[config.mk]
export PLATFORM = sky130hd
export DESIGN_NAME = gpt16_timer
export DESIGN_NICKNAME = d
export VERILOG_FILES = /design/src/gpt16_timer.v
export VERILOG_INCLUDE_DIRS = /design/src /design/src/src
export SDC_FILE = /design/constraint.sdc
export NUM_CORES = 1
export LEC_CHECK = 0
export ABC_AREA = 1
export ABC_CLOCK_PERIOD_IN_PS = 3700
export BUFFER_PORTS_ARGS = -buffer_cell sky130_fd_sc_hd__buf_2
export CAP_MARGIN = 30
export CORE_ASPECT_RATIO = 0.8
export CORE_MARGIN = 4
export CORE_UTILIZATION = 40
export CTS_BUF_LIST = sky130_fd_sc_hd__clkbuf_4 sky130_fd_sc_hd__clkbuf_8
export CTS_CLUSTER_DIAMETER = 100
export DETAILED_ROUTE_END_ITERATION = 16
export GPL_TIMING_DRIVEN = 0
export PLACE_DENSITY = 0.57
export SLEW_MARGIN = 15
export SYNTH_ARGS = -nofsm -noshare
export SYNTH_HDL_FRONTEND = slang
export SYNTH_SLANG_ARGS = --single-unit
[constraint.sdc]
create_clock -name i_ref_clk -period 3.7 [get_ports i_ref_clk]
set_clock_uncertainty 0.1 [all_clocks]
set_input_delay 0.185 -clock i_ref_clk [delete_from_list [all_inputs] [get_ports i_ref_clk]]
set_output_delay 0.185 -clock i_ref_clk [all_outputs]
set_load 0.05 [all_outputs]
[src/gpt16_regs.vh]
// register map, field positions and constants of the gated prescaled timer
`ifndef GPT16_REGS_VH
`define GPT16_REGS_VH

// register addresses
`define GPT16_ADDR_CONTROL   4'h0
`define GPT16_ADDR_PERIOD    4'h1
`define GPT16_ADDR_COUNT     4'h2
`define GPT16_ADDR_STATUS    4'h3

// timer_control fields
`define GPT16_BIT_TIMER_ON   15
`define GPT16_BIT_IDLE_STOP  13
`define GPT16_BIT_GATE_EN    6
`define GPT16_BIT_PSC_HI     5
`define GPT16_BIT_PSC_LO     4
`define GPT16_BIT_EXT_SYNC   2
`define GPT16_BIT_CLK_SRC    1
`define GPT16_CONTROL_MASK   16'ha076

// status fields
`define GPT16_BIT_FLAG       0

// reset values
`define GPT16_CONTROL_RST    16'h0000
`define GPT16_PERIOD_RST     16'hffff

// prescale terminal counts (ratio minus one)
`define GPT16_PSC_DIV1       8'h00
`define GPT16_PSC_DIV8       8'h07
`define GPT16_PSC_DIV64      8'h3f
`define GPT16_PSC_DIV256     8'hff

`endif

[src/gpt16_timer.v]
// gated prescaled 16-bit timer/counter with register port
//
// The implementer's own choices: the strobed register port and the register addresses.
`default_nettype none
`include "gpt16_regs.vh"

module gpt16_timer #(
    parameter WIDTH = 16
) (
    // clock and reset
    input  wire             i_ref_clk,
    input  wire             i_reset_n,
    // register port
    input  wire [3:0]       i_addr,
    input  wire [15:0]      i_wdata,
    input  wire             i_wr,
    input  wire             i_rd,
    output reg  [15:0]      o_rdata,
    // power modes
    input  wire             i_idle,
    input  wire             i_sleep,
    // external pins
    input  wire             i_ext_count_input,
    input  wire             i_gate,
    // event outputs
    output reg              o_irq_flag,
    output reg              o_match_pulse
);

////////////////////////////////////////////////////////////////////////////////
// registers

reg  [15:0]      control_q;
reg  [WIDTH-1:0] period_q;
reg  [WIDTH-1:0] count_q;
reg  [WIDTH-1:0] count_d;
reg  [7:0]       psc_q;
reg  [7:0]       psc_d;
reg              half_q;
reg              ext_s1_q;
reg              ext_s2_q;
reg              ext_prev_q;
reg              gate_prev_q;
reg              flag_q;
reg              flag_d;
reg  [15:0]      rdata_d;

wire timer_on  = control_q[`GPT16_BIT_TIMER_ON];
wire idle_stop = control_q[`GPT16_BIT_IDLE_STOP];
wire gate_en   = control_q[`GPT16_BIT_GATE_EN];
wire ext_sync  = control_q[`GPT16_BIT_EXT_SYNC];
wire clk_src   = control_q[`GPT16_BIT_CLK_SRC];
wire [1:0] psc_sel = control_q[`GPT16_BIT_PSC_HI:`GPT16_BIT_PSC_LO];

////////////////////////////////////////////////////////////////////////////////
// register decode

wire wr_control = i_wr & (i_addr == `GPT16_ADDR_CONTROL);
wire wr_period  = i_wr & (i_addr == `GPT16_ADDR_PERIOD);
wire wr_count   = i_wr & (i_addr == `GPT16_ADDR_COUNT);
wire wr_status  = i_wr & (i_addr == `GPT16_ADDR_STATUS);
wire clr_flag   = wr_status & i_wdata[`GPT16_BIT_FLAG];

////////////////////////////////////////////////////////////////////////////////
// time base selection

// external input either through two stages or taken straight
wire ext_level = ext_sync ? ext_s2_q : i_ext_count_input;
wire ext_rise  = ext_level & ~ext_prev_q;
wire gate_fall = gate_prev_q & ~i_gate;

reg  [7:0] psc_term;
always @* begin
    case (psc_sel)
        2'b11:   psc_term = `GPT16_PSC_DIV256;
        2'b10:   psc_term = `GPT16_PSC_DIV64;
        2'b01:   psc_term = `GPT16_PSC_DIV8;
        default: psc_term = `GPT16_PSC_DIV1;
    endcase
end

// sleep stops the internal clock; external pin keeps counting
wire run       = timer_on & ~(i_idle & idle_stop);
wire int_tick  = half_q & ~i_sleep;
wire gated     = gate_en & ~clk_src;
wire src_tick  = clk_src ? ext_rise : (int_tick & (~gated | i_gate));
wire psc_done  = (psc_q == psc_term);
wire cnt_tick  = run & src_tick & psc_done;
wire at_period = (count_q == period_q);
wire match_evt = cnt_tick & at_period;
wire gate_evt  = gated & run & gate_fall;

////////////////////////////////////////////////////////////////////////////////
// next values

// control write restarts the prescaler so a new ratio starts clean
always @* begin
    psc_d = psc_q;
    if (wr_control) begin
        psc_d = 8'h00;
    end else if (run && src_tick) begin
        psc_d = psc_done ? 8'h00 : psc_q + 8'h01;
    end
end

always @* begin
    count_d = count_q;
    if (wr_count) begin
        count_d = i_wdata[WIDTH-1:0];
    end else if (cnt_tick) begin
        count_d = at_period ? {WIDTH{1'b0}} : count_q + 1'b1;
    end
end

// set wins over a clear in the same cycle
always @* begin
    flag_d = flag_q;
    if (match_evt || gate_evt) begin
        flag_d = 1'b1;
    end else if (clr_flag) begin
        flag_d = 1'b0;
    end
end

// read data stand one cycle, zero otherwise
always @* begin
    rdata_d = 16'h0000;
    if (i_rd) begin
        case (i_addr)
            `GPT16_ADDR_CONTROL: rdata_d = control_q;
            `GPT16_ADDR_PERIOD:  rdata_d = period_q;
            `GPT16_ADDR_COUNT:   rdata_d = count_q;
            `GPT16_ADDR_STATUS:  rdata_d = {15'h0, flag_q};
            default:             rdata_d = 16'h0000;
        endcase
    end
end

////////////////////////////////////////////////////////////////////////////////
// time base and input sampling

always @(posedge i_ref_clk or negedge i_reset_n) begin
    if (!i_reset_n) begin
        half_q <= 1'b0;
    end else begin
        half_q <= ~half_q;
    end
end

// with ext_sync set the second stage feeds the counter logic; with it clear the raw pin does
always @(posedge i_ref_clk or negedge i_reset_n) begin
    if (!i_reset_n) begin
        ext_s1_q <= 1'b0;
        ext_s2_q <= 1'b0;
    end else begin
        ext_s1_q <= i_ext_count_input;
        ext_s2_q <= ext_s1_q;
    end
end

always @(posedge i_ref_clk or negedge i_reset_n) begin
    if (!i_reset_n) begin
        ext_prev_q  <= 1'b0;
        gate_prev_q <= 1'b0;
    end else begin
        ext_prev_q  <= ext_level;
        gate_prev_q <= i_gate;
    end
end

////////////////////////////////////////////////////////////////////////////////
// prescaler and counter

always @(posedge i_ref_clk or negedge i_reset_n) begin
    if (!i_reset_n) begin
        psc_q   <= 8'h00;
        count_q <= {WIDTH{1'b0}};
    end else begin
        psc_q   <= psc_d;
        count_q <= count_d;
    end
end

////////////////////////////////////////////////////////////////////////////////
// software registers

always @(posedge i_ref_clk or negedge i_reset_n) begin
    if (!i_reset_n) begin
        control_q <= `GPT16_CONTROL_RST;
        period_q  <= `GPT16_PERIOD_RST;
    end else begin
        if (wr_control) begin
            control_q <= i_wdata & `GPT16_CONTROL_MASK;
        end
        if (wr_period) begin
            period_q <= i_wdata[WIDTH-1:0];
        end
    end
end

////////////////////////////////////////////////////////////////////////////////
// interrupt flag and outputs

always @(posedge i_ref_clk or negedge i_reset_n) begin
    if (!i_reset_n) begin
        flag_q        <= 1'b0;
        o_rdata       <= 16'h0000;
        o_irq_flag    <= 1'b0;
        o_match_pulse <= 1'b0;
    end else begin
        flag_q        <= flag_d;
        o_rdata       <= rdata_d;
        o_irq_flag    <= flag_q | match_evt | gate_evt;
        o_match_pulse <= match_evt;
    end
end

endmodule
`default_nettype wire

==> results of run 1 <==
## critical path, cell delays in order (launching register included)
cell	delay (ps)
dfstp_2	540
inv_1	60
nand2_1	60
nand2_1	80
nor2_1	140
nand2_1	70
nor2_1	110
nand2_1	130
nand2_2	210
inv_4	90
nand3_1	80
nand2_1	60
## power breakdown
| group | internal [mW] | switching (mW) | total, mW |
|---|---|---|---|
| clock network | 0.407 | 0.303 | 0.710 |
| registers | 0.998 | 0.207 | 1.20 |
| logic | 0.365 | 0.652 | 1.02 |
## path summary, 6_finish.rpt
check,from,end,slack (ps),depth (start not counted)
worst min-delay path,i_wdata[6],period_q[6],10,3
worst min register to register,ext_s1_q,ext_s2_q,260,0
min in group asynchronous,i_reset_n,psc_q[2],210,2
max in group asynchronous,i_reset_n,period_q[0],2680,3
worst max-delay path,period_q[13],count_q[2],1850,11
worst max register to register,period_q[13],count_q[2],1850,11
## area by class of cell
type,instances,area (µm²)
Tap cell,136,170
Sequential cell,71,1800
Fill cell,1003,4890
Buffer,15,95.1
Timing Repair Buffer,63,430
Clock buffer,11,145
Multi-Input combinational cell,376,1780
Inverter,91,344
Clock inverter,5,81.3
## per-layer routing
metal	vias up	global-route usage (%)	wire, µm
met4	0	4.67	140
met5	-	0	0
met2	102	24.9	4070
met1	1669	30.6	5810
li1	1860	-	-
met3	13	4.66	593
## sequential cells by signal, summed over array words and instances, names as in the netlist, 7 cells and up
name,cells
period_q,16
o_rdata,16
control_q,7
psc_q,8
count_q,16
## cell families after synthesis
| group | after synthesis | share of synthesized area (%) |
|---|---|---|
| and+or+nand+nor | 302 | 32.0 |
| buffers and inverters | 106 | 10.9 |
| DFF | 71 | 44.8 |
| AOI/OAI and AO/OA | 58 | 8.64 |
| xor gates and xnor gates | 14 | 3.06 |
| adders and majority gates | 2 | 0.624 |
## Yosys cell counts
library cell	n	area (µm²)
nor2_2	2	12.5
o211ai_1	1	7.51
dfstp_2	16	420
o2111ai_1	1	8.76
nand3_2	3	30.0
nand3_1	41	205
buf_2	9	45.0
clkbuf_1	3	11.3
nand3_4	1	17.5
clkinv_1	2	7.51
inv_2	3	11.3
a21oi_1	23	115
o21ai_0	21	105
nand2_1	185	694
inv_4	1	6.26
o221ai_1	6	52.6
nand4_1	4	25.0
nand2_4	2	22.5
a21oi_4	1	16.3
xor2_1	14	123
buf_4	1	7.51
o22ai_1	2	12.5
inv_1	85	319
nand2_2	3	18.8
buf_6	1	11.3
a21boi_2	1	11.3
nor2_1	54	203
ha_1	2	25.0
nor3_1	4	20.0
buf_12	1	20.0
o21ai_2	2	17.5
dfrtp_1	55	1380
nor2_4	3	33.8
## repair_timing
item | 4_1_cts | 5_1_grt
buffers inserted | 0 | 0
hold endpoints to repair | 46 | 0
hold buffers | 18 | 0
## through the flow
step                      worst slack, ps  area [µm²]
final                                1850        4840
after floorplan                      2180        4010
after global routing                 1670        4840
after CTS                            1830        4840
after global placement               1870        4400
after detailed placement             1860        4430
==> impl_results.md, run 1 <==
* RSZ-0062 raised after global routing: no
* Die Y at 97.6 µm
* ANT nets after route at 0
* Min Tclk post-route at approximately 1800 ps
* Commonest cells after routing, fill and taps aside: 185 x nand2_1, 85 x inv_1, 55 x dfrtp_1
* Placed cells at 734
* Setup-failing EPs final at 0
* Final core occ at 49.7%
* Setup TNS at 0 ps
* Worst setup SP type: flop
* CTS root buffer: clkbuf_8
* WL final at approximately 11000 µm
* Critical path class: reg -> reg
* Sequential-to-total area share from yosys stat at 44.8%
* Post-detail-place hpwl at 8010 µm
* Status: completed
* Arr. time, crit path at 1990 ps
* H-tree Lvls at 3
* CP endpoint kind: flop
* Pwr Density at about 610 nW/µm²
* Total power at 2.93 mW
* Rel. slew slack at 71.1%
* Core Rows at 32
* Leakage at 2.61 nW
* ANT cells at 0
* Starting Density at 41.2%
* Worst VDD drop at 0.000219 V
* Via/cell ratio at 4.74
* Remaining Overflow, GRT at 0
* Vias in the first global route at 3402
* WP data required at between 3000 and 4000 ps
* Area growth syn-to-layout at 20.6%
* Initial antenna violation count at 0
* Peak Freq at 0.542 GHz
* CTS tree: done
* Fraction of layout cells with a size suffix above 1 at 17.6%
* Non-Filler Instances at 768
* GRT Resource Usage Total at 19.0%
* CTS sink cnt at 71
* Syn Std Cell Area at 4010 µm²
* Hold WS at 13.8 ps
* First-pass GRT wire length at approximately 17000 µm
* Port bufs at 44
* Die area at 11700 µm²
* Yosys warning count at 0
* Area of the core at slightly below 10000 µm²
* Syn nets at 583
* Placer congestion estimate at 0.857
* Worst hold path class: in -> reg
* Crit share post-route at 49.9%
* Mapped Avg Cell Area at 7.26 µm²
* Reg clk slew, reported paths at 80 ps
* Clk_lat worst skew at between 300 and 400 ps
* DRC at 0
* Die extent in x at 120 µm
* Total number of vias at 3644
* Num CTS Buffers at 9
* Final hold vios at 0
* I/O pin total at 46
* Maxcap violations at 0
* Post-CTS Resized at 0
* DRT iter0 DRCs at around 280
* Most common cell after layout, fill and taps aside: nand2_1
* TritonRoute pass-1 iters at 4
* Synth unique cells at 33
* DR WL/cell at 13.8 µm
* Worst slew pin tran at 434 ps
* Critical Path Fanout Max at 9
* Gate Count Post-Synth at 553
* Largest net degree at the start of global routing at 45
* Synth Register Bits at 71
* Layout net count at 657
* Max Slew Vio Count at 0
* Clk buf depth at 2
Power figures use the tool's default switching activity.
==> inputs of run 2 (changes only) <==
--- a/config.mk
+++ b/config.mk
@@ -7,7 +7,7 @@
 export NUM_CORES = 1
 export LEC_CHECK = 0
 export ABC_AREA = 1
-export ABC_CLOCK_PERIOD_IN_PS = 3700
+export ABC_CLOCK_PERIOD_IN_PS = 1850
 export BUFFER_PORTS_ARGS = -buffer_cell sky130_fd_sc_hd__buf_2
 export CAP_MARGIN = 30
 export CORE_ASPECT_RATIO = 0.8
==> constraint.sdc (replaced) <==
create_clock -name i_ref_clk -period 1.85 [get_ports i_ref_clk]
set_clock_uncertainty 0.1 [all_clocks]
set_input_delay 0.0925 -clock i_ref_clk [delete_from_list [all_inputs] [get_ports i_ref_clk]]
set_output_delay 0.0925 -clock i_ref_clk [all_outputs]
set_load 0.05 [all_outputs]
==> run 2 against run 1 <==
  * First-iteration DRC count is 19% higher
  * Fmax is 6.0% higher
  * Critical path depth stayed put
  * Count of clock-buffer cells in the layout stayed put
  * Final area is 2.2% higher
  * Hold slack better by 43 ps
  * Final cell count is 1.4% higher
  * Clock power is 100% higher
  * Sequential share of layout area is 0.77 points lower
  * Non-clock buffer count is 10 higher
  * Sequential power is 100% higher
  * Routed wire length is 2.6% higher
==> impl_results.md, run 2 (synthesis results as in run 1) <==
* CTS tree: done (unchanged)
* Hold Crit Depth at 4 (was 3)
* Reg2reg end: count_q[2] (unchanged)
* Worst slew pin tran at 435 ps (was 434 ps)
* Vias in the first global route at 3423 (was 3402)
* Min Tclk post-route at 1740 ps (was 1850 ps)
* Setup-failing EPs final at 0 (unchanged)
* CTS sink cnt at 71 (unchanged)
* Port bufs at 44 (unchanged)
* Worst-case reg-to-reg path depth at 11 (unchanged)
* Reg2reg start: period_q[13] (unchanged)
* Leakage at 2.67 nW (was 2.61 nW)
* Critical Path Fanout Max at 7 (was 9)
* DRT iter0 DRCs at 337 (was 283)
* Die area at 11700 µm² (unchanged)
* WL final at 10900 µm (was 10600 µm)
* Peak Freq at 0.574 GHz (was 0.542 GHz)
* Die Y at 97.6 µm (unchanged)
* Max Slew Vio Count at 0 (unchanged)
* Setup TNS at 0 ps (unchanged)
* CP endpoint kind: flop (unchanged)
* Num CTS Buffers at 9 (unchanged)
* DRC at 0 (unchanged)
* Worst reg-to-reg setup slack at 110 ps (was 1850 ps)
* Layout net count at 668 (was 657)
* Largest regs: count_q (16), o_rdata (16), period_q (16) (unchanged)
* Placer congestion estimate at 0.857 (unchanged)
* Area of the core at 9730 µm² (unchanged)
* First-pass GRT wire length at 17600 µm (was 17500 µm)
* TritonRoute pass-1 iters at 5 (was 4)
* GRT Resource Usage Total at 19.1% (was 19.0%)
* Clk buf depth at 2 (unchanged)
* Hold EP: o_irq_flag (was period_q[6])
* Remaining Overflow, GRT at 0 (unchanged)
* ANT nets after route at 0 (unchanged)
* WP data required at 1990 ps (was 3840 ps)
* Non-Filler Instances at 779 (was 768)
* Die extent in x at 120 µm (unchanged)
* Pwr Density at 1200 nW/µm² (was 606 nW/µm²)
* Crit share post-route at 94.1% (was 49.9%)
* Core Rows at 32 (unchanged)
* Starting Density at 41.2% (unchanged)
* CTS root buffer: clkbuf_8 (unchanged)
* Placed cells at 734 (unchanged)
* Maxcap violations at 0 (unchanged)
* Worst setup SP type: flop (unchanged)
* Most frequent CP cell: nand2_1 (unchanged)
* Via/cell ratio at 4.78 (was 4.74)
* Post-DP Area at 4430 µm² (unchanged)
* Post-Layout Inst Area at 4950 µm² (was 4840 µm²)
* Commonest cells after routing, fill and taps aside: 184 x nand2_1, 84 x inv_1, 53 x dfrtp_1 (was 185 x nand2_1, 85 x inv_1, 55 x dfrtp_1)
* Largest net degree at the start of global routing at 45 (unchanged)
* Final hold vios at 0 (unchanged)
* Fraction of layout cells with a size suffix above 1 at 19.6% (was 17.6%)
* CP Cell Sequence: inv_1, nand2_1, nand2_1, nor2_1, nand2_1, nor2_2, nand2_2, nand2_4, inv_4, nand3_1, nand2_1 (was inv_1, nand2_1, nand2_1, nor2_1, nand2_1, nor2_1, nand2_1, nand2_2, inv_4, nand3_1, nand2_1)
* Arr. time, crit path at 1880 ps (was 1990 ps)
* Worst hold path class: in -> reg (unchanged)
* Clk_lat worst skew at 360 ps (was 350 ps)
* Worst VDD drop at 0.000439 V (was 0.000219 V)
* Area growth syn-to-layout at 23.3% (was 20.6%)
* Reg clk slew, reported paths at 70 ps (was 80 ps)
* Worst hold start: i_idle (was i_wdata[6])
* I/O pin total at 46 (unchanged)
* Rel. slew slack at 71.0% (was 71.1%)
* DR WL/cell at 14.0 µm (was 13.8 µm)
* Most common cell after layout, fill and taps aside: nand2_1 (unchanged)
* ANT cells at 0 (unchanged)
* Post-detail-place hpwl at 8010 µm (unchanged)
* Total number of vias at 3723 (was 3644)
* CP max-delay cell: dfstp_2 (unchanged)
* Status: completed (unchanged)
* CP max stage delay at 540 ps (about the same)
* H-tree Lvls at 3 (unchanged)
* Initial antenna violation count at 0 (unchanged)
* Critical path class: reg -> reg (unchanged)
* Final core occ at 50.9% (was 49.7%)
==> run 2: changes by cell type in the layout (fill, tap and decap cells not counted), sizes merged <==
cell	delta
buf	+7
dlygate4sd3	+3
nand2	+1
==> run 2: where the power goes <==
part	leakage (nW)	switching (mW)	internal, mW	total (mW)
registers	0.866	0.417	2.00	2.42
clock network	0.113	0.612	0.814	1.43
logic	1.69	1.32	0.774	2.10
==> run 2: per-layer routing <==
metal	routed length, µm	part of all wire [%]	vias to the layer above	GRT usage (%)
met2	4320	40	114	25.2
met5	0	0	-	0
li1	-	-	1879	-
met3	634	5.8	12	4.71
met4	120	1.1	0	4.67
met1	5810	53	1718	30.7
==> run 2: worst max path at each step <==
stage	slack (ps)	depth (start not counted)	startpoint	end
finish	110	11	period_q[13]	count_q[2]
CTS	40	9	control_q[2]	count_q[14]
detailed placement	10	11	period_q[13]	count_q[14]
global placement	20	11	period_q[13]	count_q[14]
global route	-4	9	control_q[15]	count_q[10]
floorplan	330	9	control_q[2]	count_q[11]
==> run 2: cell type report <==
class	count	area, µm²
Fill cell	997	4780
Timing Repair Buffer	73	513
Tap cell	136	170
Inverter	91	344
Sequential cell	71	1800
Clock inverter	5	81.3
Clock buffer	11	145
Buffer	15	95.1
Multi-Input combinational cell	377	1800
==> run 2: critical path: cells and delay by family, from the launching register on <==
family        cells  cell delay, ps
simple gates      9             840
flops             1             540
buf+inv           2             130
==> run 2: per-stage QoR <==
stage                     power, mW  hold WS [ps]  worst slack [ps]
after detailed placement       4.42         -54.2              11.8
after global placement         4.36           116              17.0
final                          5.94          57.1               109
after floorplan                3.83          -303               333
after global routing           6.40          77.3             -3.86
after CTS                      5.91          44.7              40.0
==> run 2: what timing repair did <==
action                                  4_1_cts  5_1_grt
pin swaps                                     0        5
cloned                                        0        1
endpoints found under the setup margin        2       20
buffers inserted                              0        7
endpoints found under the hold margin       108        0
resized for setup                             1        7
hold buffers                                 21        0
